## src/lqm_pkg.sv

```systemverilog
// package for the link quality monitor: register map, fields, types
package lqm_pkg;
  // register offsets 1Dh/1Eh are not multiples of four: kept as indices
  localparam int unsigned LQM_IDX_MON   = 32'h0000_001D;
  localparam int unsigned LQM_IDX_THR   = 32'h0000_001E;
  localparam int unsigned LQM_IDX_IMASK = 32'h0000_0020;
  localparam int unsigned LQM_IDX_ISTAT = 32'h0000_0021;
  localparam int unsigned LQM_IDX_AUTO  = 32'h0000_0022;
  localparam logic [11:0] LQM_ADDR_MON   = 12'(LQM_IDX_MON * 4);
  localparam logic [11:0] LQM_ADDR_THR   = 12'(LQM_IDX_THR * 4);
  localparam logic [11:0] LQM_ADDR_IMASK = 12'(LQM_IDX_IMASK * 4);
  localparam logic [11:0] LQM_ADDR_ISTAT = 12'(LQM_IDX_ISTAT * 4);
  localparam logic [11:0] LQM_ADDR_AUTO  = 12'(LQM_IDX_AUTO * 4);

  localparam int LQM_NPARAM       = 5;
  localparam int LQM_BIT_ENABLE   = 15;
  localparam int LQM_BIT_SAMPLE   = 13;
  localparam int LQM_BIT_WTRIG    = 12;
  localparam int LQM_SEL_HI       = 11;
  localparam int LQM_SEL_LO       = 9;
  localparam int LQM_BIT_SIDE     = 8;
  localparam int LQM_DATA_HI      = 7;
  localparam int LQM_WARN_HI      = 9;
  localparam logic [7:0] LQM_THR_MAX = 8'hFF;
  localparam logic [7:0] LQM_THR_MIN = 8'h00;
  localparam logic [7:0] LQM_THR_RST_HI = 8'hFF;
  localparam logic [7:0] LQM_THR_RST_LO = 8'h00;

  typedef enum logic [2:0] {
    LQM_P_COEFF  = 3'h0,
    LQM_P_GAIN   = 3'h1,
    LQM_P_WANDER = 3'h2,
    LQM_P_OFFSET = 3'h3,
    LQM_P_FCTRL  = 3'h4
  } lqm_param_t;

  typedef struct packed {
    logic [7:0] coeff;
    logic [7:0] gain;
    logic [7:0] wander;
    logic [7:0] offset;
    logic [7:0] fctrl;
  } lqm_params_t;

  typedef struct packed {
    logic [11:0] paddr;
    logic        psel;
    logic        penable;
    logic        pwrite;
    logic [31:0] pwdata;
  } lqm_apb_req_t;

  typedef struct packed {
    logic [31:0] prdata;
    logic        pready;
    logic        pslverr;
  } lqm_apb_rsp_t;

  typedef enum logic [1:0] {LQM_ST_IDLE, LQM_ST_RESET} lqm_state_t;
endpackage : lqm_pkg

```

## src/lqm_monitor.sv

```systemverilog
// link quality monitor: thresholds, sticky warnings, interrupt, auto link reset
//
// Implementation choice: the APB register port.
`timescale 1ns/1ps
module lqm_monitor #(
  parameter int RESET_PULSE = 4
) (
  input  wire logic                  pclk,
  input  wire logic                  presetn,
  input  wire lqm_pkg::lqm_apb_req_t apb_req,
  output lqm_pkg::lqm_apb_rsp_t      apb_rsp,
  input  wire logic                  link_100_up,
  input  wire lqm_pkg::lqm_params_t  params,
  output logic                       irq,
  output logic                       link_reset
);
  import lqm_pkg::*;

  // the pulse counter is eight bits wide, so longer pulses cannot be served
  if (RESET_PULSE < 1 || RESET_PULSE > 255)
  begin : g_bad_pulse
    $error("RESET_PULSE out of range");
  end

  logic [7:0]  thr_hi_q [LQM_NPARAM];
  logic [7:0]  thr_lo_q [LQM_NPARAM];
  logic        enable_q;
  logic [9:0]  warn_q;
  logic [9:0]  warn_d;
  logic [2:0]  sel_q;
  logic        side_q;
  logic        sample_q;
  logic [7:0]  sampled_q;
  logic        imask_q;
  logic        istat_q;
  logic        armed_q;
  logic        auto_en_q;
  logic [7:0]  rst_cnt_q;
  lqm_state_t  state_q;
  logic [31:0] prdata_q;

  function automatic logic [7:0] pick(input lqm_params_t p, input logic [2:0] s);
    case (s)
      LQM_P_COEFF:  pick = p.coeff;
      LQM_P_GAIN:   pick = p.gain;
      LQM_P_WANDER: pick = p.wander;
      LQM_P_OFFSET: pick = p.offset;
      LQM_P_FCTRL:  pick = p.fctrl;
      default:      pick = 8'h00;
    endcase
  endfunction : pick

  wire logic       wr_en   = apb_req.psel & apb_req.penable & apb_req.pwrite;
  wire logic       rd_en   = apb_req.psel & apb_req.penable & ~apb_req.pwrite;
  wire logic       hit_mon = apb_req.paddr == LQM_ADDR_MON;
  wire logic       hit_thr = apb_req.paddr == LQM_ADDR_THR;
  wire logic       hit_msk = apb_req.paddr == LQM_ADDR_IMASK;
  wire logic       hit_ist = apb_req.paddr == LQM_ADDR_ISTAT;
  wire logic       hit_aut = apb_req.paddr == LQM_ADDR_AUTO;
  wire logic       mapped  = hit_mon | hit_thr | hit_msk | hit_ist | hit_aut;
  wire logic       mon_rd  = rd_en & hit_mon;
  wire logic       running = enable_q & link_100_up;
  wire logic [2:0] wsel    = apb_req.pwdata[LQM_SEL_HI:LQM_SEL_LO];
  wire logic       wside   = apb_req.pwdata[LQM_BIT_SIDE];
  wire logic       thr_wr  = wr_en & hit_thr & apb_req.pwdata[LQM_BIT_WTRIG]
                             & (wsel < 3'(LQM_NPARAM));

  // a threshold at its extreme can never be crossed, which disables that check
  logic [9:0] viol;
  always_comb
  begin
    viol = '0;
    for (int i = 0; i < LQM_NPARAM; i++)
    begin
      viol[2*i+1] = running && thr_hi_q[i] != LQM_THR_MAX
                    && pick(params, 3'(i)) > thr_hi_q[i];
      viol[2*i]   = running && thr_lo_q[i] != LQM_THR_MIN
                    && pick(params, 3'(i)) < thr_lo_q[i];
    end
  end

  // set wins over the clear-on-read in the same cycle
  assign warn_d = (mon_rd ? 10'h000 : warn_q) | viol;

  wire logic [31:0] mon_word = {16'h0000, enable_q, 5'h00, warn_q};
  wire logic [31:0] thr_word = {18'h00000, sample_q, 1'b0, sel_q, side_q,
                                sample_q ? sampled_q
                                         : (side_q ? thr_hi_q[sel_q] : thr_lo_q[sel_q])};
  wire logic [31:0] rd_word  = hit_mon ? mon_word
                             : hit_thr ? thr_word
                             : hit_msk ? {31'h0, imask_q}
                             : hit_ist ? {31'h0, istat_q}
                             : hit_aut ? {31'h0, auto_en_q}
                             : 32'h0000_0000;

  wire logic slverr = apb_req.psel & apb_req.penable & ~mapped;
  assign apb_rsp = {prdata_q, 1'b1, slverr};

  // interrupt fires once per armed period; a monitor read re-arms it
  wire logic new_viol = |viol & armed_q;
  assign irq = istat_q & imask_q;

  always_ff @(posedge pclk or negedge presetn)
  begin
    if (!presetn)
    begin
      for (int i = 0; i < LQM_NPARAM; i++)
      begin
        thr_hi_q[i] <= LQM_THR_RST_HI;
        thr_lo_q[i] <= LQM_THR_RST_LO;
      end
    end
    else if (thr_wr)
    begin
      if (wside)
        thr_hi_q[wsel] <= apb_req.pwdata[LQM_DATA_HI:0];
      else
        thr_lo_q[wsel] <= apb_req.pwdata[LQM_DATA_HI:0];
    end
  end

  always_ff @(posedge pclk or negedge presetn)
  begin
    if (!presetn)
    begin
      enable_q <= 1'b0;
      warn_q   <= '0;
      prdata_q <= '0;
    end
    else
    begin
      warn_q <= warn_d;
      if (wr_en && hit_mon)
        enable_q <= apb_req.pwdata[LQM_BIT_ENABLE];
      if (rd_en)
        prdata_q <= rd_word;
    end
  end

  always_ff @(posedge pclk or negedge presetn)
  begin
    if (!presetn)
    begin
      sel_q     <= '0;
      side_q    <= 1'b0;
      sample_q  <= 1'b0;
      sampled_q <= '0;
    end
    else if (wr_en && hit_thr)
    begin
      sel_q    <= wsel;
      side_q   <= wside;
      sample_q <= apb_req.pwdata[LQM_BIT_SAMPLE];
      if (apb_req.pwdata[LQM_BIT_SAMPLE])
        sampled_q <= pick(params, wsel);
    end
  end

  always_ff @(posedge pclk or negedge presetn)
  begin
    if (!presetn)
    begin
      imask_q   <= 1'b0;
      istat_q   <= 1'b0;
      armed_q   <= 1'b1;
      auto_en_q <= 1'b0;
    end
    else
    begin
      if (wr_en && hit_msk)
        imask_q <= apb_req.pwdata[0];
      if (wr_en && hit_aut)
        auto_en_q <= apb_req.pwdata[0];
      if (new_viol)
        istat_q <= 1'b1;
      else if (wr_en && hit_ist && apb_req.pwdata[0])
        istat_q <= 1'b0;
      if (new_viol)
        armed_q <= 1'b0;
      else if (mon_rd)
        armed_q <= 1'b1;
    end
  end

  // auto reset pulses the link once per new violation episode
  always_ff @(posedge pclk or negedge presetn)
  begin
    if (!presetn)
    begin
      state_q   <= LQM_ST_IDLE;
      rst_cnt_q <= '0;
    end
    else
    begin
      case (state_q)
        LQM_ST_IDLE:
        begin
          if (new_viol && auto_en_q)
          begin
            state_q   <= LQM_ST_RESET;
            rst_cnt_q <= 8'(RESET_PULSE - 1);
          end
        end
        LQM_ST_RESET:
        begin
          if (rst_cnt_q == 8'h00)
            state_q <= LQM_ST_IDLE;
          else
            rst_cnt_q <= rst_cnt_q - 8'h01;
        end
        default: state_q <= LQM_ST_IDLE;
      endcase
    end
  end

  assign link_reset = state_q == LQM_ST_RESET;

  property p_no_check_idle;
    @(posedge pclk) disable iff (!presetn)
      !(enable_q && link_100_up) |-> viol == 10'h000;
  endproperty
  a_no_check_idle: assert property (p_no_check_idle) else $error("check while idle");

  property p_max_disables;
    @(posedge pclk) disable iff (!presetn)
      thr_hi_q[0] == LQM_THR_MAX |-> !viol[1];
  endproperty
  a_max_disables: assert property (p_max_disables) else $error("max threshold fired");

  property p_irq_set;
    @(posedge pclk) disable iff (!presetn)
      (new_viol && imask_q) ##1 imask_q |-> irq;
  endproperty
  a_irq_set: assert property (p_irq_set) else $error("interrupt not raised");

  property p_read_clears;
    @(posedge pclk) disable iff (!presetn)
      mon_rd && viol == 10'h000 |=> warn_q == 10'h000 && armed_q;
  endproperty
  a_read_clears: assert property (p_read_clears) else $error("read did not clear");

  property p_fc_hi;
    @(posedge pclk) disable iff (!presetn)
      viol[LQM_WARN_HI] |=> warn_q[LQM_WARN_HI];
  endproperty
  a_fc_hi: assert property (p_fc_hi) else $error("fctrl high lost");

  property p_sticky;
    @(posedge pclk) disable iff (!presetn)
      warn_q[6] && !mon_rd |=> warn_q[6];
  endproperty
  a_sticky: assert property (p_sticky) else $error("offset low dropped");

  property p_wander_lo;
    @(posedge pclk) disable iff (!presetn)
      running && params.wander < thr_lo_q[2] && thr_lo_q[2] != LQM_THR_MIN |=> warn_q[4];
  endproperty
  a_wander_lo: assert property (p_wander_lo) else $error("wander low missed");

  property p_gain_hi;
    @(posedge pclk) disable iff (!presetn)
      $rose(warn_q[3]) |-> $past(viol[3]);
  endproperty
  a_gain_hi: assert property (p_gain_hi) else $error("gain high spurious");

  property p_coeff_lo;
    @(posedge pclk) disable iff (!presetn)
      $rose(warn_q[0]) |-> $past(running);
  endproperty
  a_coeff_lo: assert property (p_coeff_lo) else $error("coeff low spurious");

  property p_reserved;
    @(posedge pclk) disable iff (!presetn)
      mon_word[14:10] == 5'h00;
  endproperty
  a_reserved: assert property (p_reserved) else $error("reserved bits set");

  property p_auto_reset;
    @(posedge pclk) disable iff (!presetn)
      state_q == LQM_ST_IDLE && new_viol && auto_en_q |=> link_reset ##[0:255] !link_reset;
  endproperty
  a_auto_reset: assert property (p_auto_reset) else $error("auto reset wrong");

  property p_trig_zero;
    @(posedge pclk) disable iff (!presetn)
      thr_word[LQM_BIT_WTRIG] == 1'b0;
  endproperty
  a_trig_zero: assert property (p_trig_zero) else $error("trigger reads one");

  property p_thr_load;
    @(posedge pclk) disable iff (!presetn)
      thr_wr && wside && wsel == 3'h4 |=> thr_hi_q[4] == $past(apb_req.pwdata[7:0]);
  endproperty
  a_thr_load: assert property (p_thr_load) else $error("threshold not loaded");

  property p_fc_lo;
    @(posedge pclk) disable iff (!presetn)
      viol[8] |=> warn_q[8];
  endproperty
  a_fc_lo: assert property (p_fc_lo) else $error("fctrl low lost");

  property p_wander_hi;
    @(posedge pclk) disable iff (!presetn)
      viol[5] |=> warn_q[5];
  endproperty
  a_wander_hi: assert property (p_wander_hi) else $error("wander high lost");

  property p_gain_lo;
    @(posedge pclk) disable iff (!presetn)
      viol[2] |=> warn_q[2];
  endproperty
  a_gain_lo: assert property (p_gain_lo) else $error("gain low lost");

  property p_rearm;
    @(posedge pclk) disable iff (!presetn)
      mon_rd && !new_viol |=> armed_q;
  endproperty
  a_rearm: assert property (p_rearm) else $error("read did not re-arm");

  property p_istat_set;
    @(posedge pclk) disable iff (!presetn)
      new_viol |=> istat_q;
  endproperty
  a_istat_set: assert property (p_istat_set) else $error("status not set");

  property p_pulse_len;
    @(posedge pclk) disable iff (!presetn)
      $rose(link_reset) |-> rst_cnt_q == 8'(RESET_PULSE - 1);
  endproperty
  a_pulse_len: assert property (p_pulse_len) else $error("pulse length wrong");
endmodule : lqm_monitor

```

## config.mk

```make
export PLATFORM = sky130hd
export DESIGN_NAME = lqm_monitor
export DESIGN_NICKNAME = d
export VERILOG_FILES = /design/src/lqm_pkg.sv /design/src/lqm_monitor.sv
export SDC_FILE = /design/constraint.sdc
export NUM_CORES = 1
export LEC_CHECK = 0
export BUFFER_PORTS_ARGS = -buffer_cell sky130_fd_sc_hd__buf_2
export CORE_AREA = 4 4 144 146
export CTS_CLUSTER_DIAMETER = 80
export DETAILED_ROUTE_END_ITERATION = 8
export DIE_AREA = 0 0 148 150
export GPL_ROUTABILITY_DRIVEN = 0
export PLACE_DENSITY = 0.7
export SETUP_SLACK_MARGIN = 0.4
export SLEW_MARGIN = 20
export SYNTH_ARGS = -nofsm -noshare
export SYNTH_HDL_FRONTEND = slang
export SYNTH_SLANG_ARGS = --single-unit
```

## constraint.sdc

```tcl
create_clock -name pclk -period 6.8 [get_ports pclk]
set_input_delay 1.36 -clock pclk [delete_from_list [all_inputs] [get_ports pclk]]
set_output_delay 1.36 -clock pclk [all_outputs]
set_load 0.02 [all_outputs]
```

# [After elaboration in Yosys (flattened, before gate mapping)]
# Cells that the tools add are included.
# Widths: inputs -> output; s select.
[totals] regBits=150 out_inout_bits=36
[op_classes] n_addsub=1 magnitude_cmp=14 eq_ne=18 muxes=29 n_bitwise=21 reduce_logical=45
[op_table] op="$bwmux 40" count=2
[op_table] op="$mux 8" count=9
[op_table] op="$bmux 8 s3" count=2
[op_table] op="$gt 8x8->1" count=5
[op_table] op="$lt 8x8->1" count=5
[op_table] op="$ne 8x8->1 const B" count=5
[op_table] op="$pmux 8 s5" count=1
[op_table] op="$reduce_bool 8->1" count=5
[op_table] op="$eq 12x8->1 const B" count=3
[op_table] op="$logic_and 1x1->1" count=28
[op_table] op="$demux 8 s3" count=1
[op_table] op="$eq 12x7->1 const B" count=2
[op_table] op="$mux 16" count=1
[op_table] op="$pmux 8 s2" count=1
[op_table] op="$mux 14" count=1
[op_table] op="$and 1x1->1" count=11
[op_table] op="$mux 10" count=1
[op_table] op="$or 10x10->10" count=1
[op_table] op="$reduce_or 10->1" count=1
[op_table] op="$ge 4x4->1 const B" count=2
[op_table] op="$logic_not 8->1" count=1
[op_table] op="$not 3->4" count=2
[op_table] op="$reduce_and 2->1" count=4
[op_table] op="$sub 8x1->8 const B" count=1
[op_table] op="other kinds (17)" count=33

# [Logic depth before layout (Yosys ltp)]
[logic_depth] ltp_word=8 mapped_depth=11 ltp_nobuf=10

# [Worst setup path after synthesis]
# No wires, ideal clock.
[synth_timing] kind="input-to-output" start="input apb_req[42] in the netlist's numbering" end="output apb_rsp[0] in the netlist's numbering" arrival_time_ns=2.120 t_required_ns=5.440 setup_slack_ns=3.320 stages=5 n_path_buf=1 path_cell_list="and4b_1 -> nand4_2 -> o21ai_0 -> a21oi_1 -> buf_4"
[synth_between] elab_chain_len=7 word_cells_on_any_way=11 cone_classes="5 x eq/ne; 6 x bitwise"
[synth_rtl] element="from (decl)" line="lqm_monitor.sv:10" text="input wire lqm_pkg::lqm_apb_req_t apb_req,"
[synth_rtl] element="$eq 12x7->1 (on tied branches)" line="lqm_monitor.sv:55, lqm_monitor.sv:56"
[synth_rtl] element="$or 1x1->1 (3 in a row)" line="lqm_monitor.sv:60" text="wire logic mapped = hit_mon | hit_thr | hit_msk | hit_ist | hit_aut;"
[synth_rtl] element="$or 1x1->1 (*)" line="lqm_monitor.sv:60"
[synth_rtl] element="$not 1->1 (*)" line="lqm_monitor.sv:96" text="wire logic slverr = apb_req.psel & apb_req.penable & ~mapped;"
[synth_rtl] element="$and 1x1->1 (*)" line="lqm_monitor.sv:96"
[synth_rtl] element="to (decl)" line="lqm_monitor.sv:11" text="output lqm_pkg::lqm_apb_rsp_t apb_rsp,"
# Mark *: on every way between the ends. The rest lies on a longest branch, timed or not.

# [Worst setup path after layout]
[layout_timing] start="input params[17] in the netlist's numbering" end="register rst_cnt_q[3]"
[layout_between] elab_chain_len=7 word_cells_on_any_way=9 cone_classes="2 x order compare; 1 x eq/ne; 1 x bitwise; 5 x reduce/logical"
[layout_rtl] element="from (decl)" line="lqm_monitor.sv:13" text="input wire lqm_pkg::lqm_params_t params,"
[layout_rtl] element="$lt 8x8->1 / $gt 8x8->1 (equally long branches)" line="lqm_monitor.sv:78, lqm_monitor.sv:76"
[layout_rtl] element="$logic_and 1x1->1 (on tied branches)" line="lqm_monitor.sv:78, lqm_monitor.sv:76"
[layout_rtl] element="$reduce_or 10->1 (*)" line="lqm_monitor.sv:100" text="wire logic new_viol = |viol & armed_q;"
[layout_rtl] element="$and 1x1->1 (*)" line="lqm_monitor.sv:100"
[layout_rtl] element="$logic_and 1x1->1 (*)" line="lqm_monitor.sv:198" text="if (new_viol && auto_en_q)"
[layout_rtl] element="$ne 2x2->1 (no source line) (*)"
[layout_rtl] element="$reduce_and 3->1 (no source line) (*)"
[layout_rtl] element="to (signal assigned)" line="lqm_monitor.sv:201" text="rst_cnt_q <= 8'(RESET_PULSE - 1);"
[layout_rtl] element="to (signal assigned)" line="lqm_monitor.sv:209" text="rst_cnt_q <= rst_cnt_q - 8'h01;"
[layout_rtl] element="to (decl)" line="lqm_monitor.sv:38" text="logic [7:0] rst_cnt_q;"
# Marks and branches as above.
# A chain may end at the register's enable or synchronous reset.

==> metrics <==
initial core utilization=0.448; asr flop ratio synth=1.00; final setup margin=3120 ps; drt pass-1 iters=5; Buf/Inv on CP=1; maximum vdd drop=0.181 mV; Top FF cell, synth=dfrtp_1; Gate Count Post-Synth=884; H-tree depth=4; max-cap violation count=0; Post-CTS Hold Buffers=0; Place WS=2700 ps; P per Cell Area=between 150 and 200 mW/mm^2; critical path launch point type=primary input; Synth top area share=0.259; grt ovf=0; Area contributors post-synth=dfrtp_1 26%, dfstp_2 12%, ha_1 11%; Pleak=0.00449 uW; Seq pwr share=0.398; Slew HR=0.399; crit-path cells=buf_2, ha_1, nor2b_1, o21a_1, o21ai_0, a21oi_1, o31ai_1, nand3_1, o21ai_0, a21boi_0; Most common cell on crit path=o21ai_0; skew final=6.90 ps; clock slew at reported path FFs=60 ps; vias in the first global route=6,890; hpwl dp=18,300 um; Net Sw Power=456 uW; Residual DRC=0; fillers=1,762; Yosys top cell by area=dfrtp_1; largest net degree at the start of global routing=between 60 and 70; WL final=24,500 um; Hold Path Class=flip-flop to flip-flop; fin util=0.510; Crit. path cell count=10; worst hold stages=2; die width=148 um; routed vias/inst=5.70; Clk network pwr share=0.520; post-CTS sizing=0; initial antenna violation count=0; DRT iter0 DRCs=between 600 and 700; Synth Area per Inst=9.83 sq um; Critical Path Fanout Max=5; CTS Sinks=131; mapped cell area=0.00869 sq mm; share of layout cells above drive strength 1=0.285; CTS max path bufs=2; FMAX=271 MHz; CP delay by family, top=compound AO/OA/AOI/OAI gates; DR vias=between 7,000 and 8,000; row count=51; RSZ-0062 raised after global routing=no; Ports=about 130; # port buffers=89; Sum Neg Setup Slack=0 ps; internal power=1520 uW; critical path's slowest cell=o31ai_1; postcts setup bufs=0; final setup violation count=0; Synthesis Warnings=0; Worst Tran Pin Value=902 ps; endpoint type of the worst setup path=flip-flop; Root Buffer=clkbuf_16; CTS Buf Count=17; area added between synthesis and finish=13.9%; top cells by count, synth=103 x nand2_1, 91 x inv_1, 90 x dfrtp_1; Core Region=0.0194 sq mm; Hold Slack=between 400 and 500 ps; routed len/inst=19.8 um; Netlist cell types=67; register area share after synthesis=0.383; critical path type=primary input to flip-flop; final hold violations=0; Skew-Pair Late Insertion Delay=430 ps; synthesized flop and latch total=131; sw frac=0.231; Post-synth EDFFs=0; CTS tree=yes; global-route wire length before repair=slightly below 40,000 um; Total GRT Usage=0.228; crit-path max cell delay=590 ps; Gate power share=0.082; Worst EP arrival=approximately 4000 ps; count leader, synth=nand2_1; Max Slew Vio Count=0; Final period util=0.542; R2R depth=10; post-layout minimum cycle time=3680 ps; status=finished, final reports clean; nets=1,124; height of the die=150 um; Final ANT Viol Nets=0; WP data required=just over 7000 ps; die area=0.0222 sq mm
## flip-flops by register name (all words and copies together), names as in the netlist
name,flops
thr_hi_q,40
thr_lo_q,40
prdata_q,14
warn_q,10
rst_cnt_q,8
sampled_q,8
sel_q,3
armed_q,1
auto_en_q,1
enable_q,1
imask_q,1
istat_q,1
sample_q,1
side_q,1
state_q,1
## layout make-up
cell class | instances | area [sq um] | share of cell area
well taps | 265 | 332 | 0.0335
multi-input cells | 621 | 4750 | 0.480
clock buffers | 23 | 478 | 0.0483
clock inverters | 9 | 175 | 0.0177
repair buffers | 94 | 485 | 0.0490
diodes | 1 | 2.50 | 0.000253
flip-flops and latches | 131 | 3330 | 0.336
inverters | 92 | 345 | 0.0349
## power by group through the flow
stage                     registers [uW]  logic [uW]  clock network (uW)
after floorplan                      800        86.4                   0
after global placement               798         156                   0
after detailed placement             798         160                   0
after CTS                            785         161                1040
after global routing                 785         179                1070
final                                785         161                1030
## worst paths after layout
path | startpoint | slack [ps] | end
max in group asynchronous | presetn | 4380 | thr_lo_q[1]$_DFFE_PN0P_
hold / removal | prdata_q[15]$_DFFE_PN0P_ | 460 | prdata_q[15]$_DFFE_PN0P_
setup reg to reg | thr_hi_q[17]$_DFFE_PN1P_ | 3580 | rst_cnt_q[3]$_DFFE_PN0P_
setup / recovery | params[17] | 3120 | rst_cnt_q[3]$_DFFE_PN0P_
min in group asynchronous | presetn | 1020 | thr_lo_q[18]$_DFFE_PN0P_
hold reg to reg | prdata_q[15]$_DFFE_PN0P_ | 460 | prdata_q[15]$_DFFE_PN0P_
## kinds of logic after synthesis
kind of cell | count (synthesis) | share of synthesized area
other | 2 | 0.000864
and+or+nand+nor | 245 | 0.146
muxes | 97 | 0.151
adders and majority gates | 77 | 0.111
xor gates and xnor gates | 1 | 0.00101
AOI/OAI and AO/OA | 182 | 0.130
DFF | 131 | 0.383
buffers and inverters | 149 | 0.0772
## cells in the final DEF (no fill, tap or decap), types with 19 or more instances in the layout
| master | n |
|---|---|
| dfrtp_1 | 90 |
| o21ai_0 | 62 |
| mux4_2 | 20 |
| nand2_1 | 103 |
| mux2_2 | 70 |
| conb_1 | 19 |
| dfstp_2 | 41 |
| nor2_1 | 34 |
| nand4_1 | 25 |
| a21oi_1 | 41 |
| inv_1 | 91 |
| buf_2 | 88 |
| ha_1 | 77 |
## metal layers
metal | GRT usage | routed length [um] | share of wire | vias to the layer above
li1 | - | - | - | 3257
met1 | 0.309 | 10700 | 0.44 | 3448
met2 | 0.354 | 11100 | 0.46 | 291
met3 | 0.0560 | 2000 | 0.082 | 46
met4 | 0.0896 | 648 | 0.027 | 0
met5 | 0 | 0 | 0 | -
## stage by stage
step	cell area, sq um	power [uW]	instances
global route	9900	2030	1235
finish	9900	1970	1236
floorplan	8750	887	901
detailed placement	9250	957	1203
global placement	9250	954	1203
CTS	9900	1980	1235
## worst register-to-register path, stage by stage (launching register included)
cell and delay [ps]:
dfstp_2 570, inv_1 50, ha_1 280, nor2b_1 140, o21a_1 160, o21ai_0 170
a21oi_1 100, o31ai_1 590, nand3_1 280, o21ai_0 550, a21boi_0 240
Power figures use the tool's default switching activity.
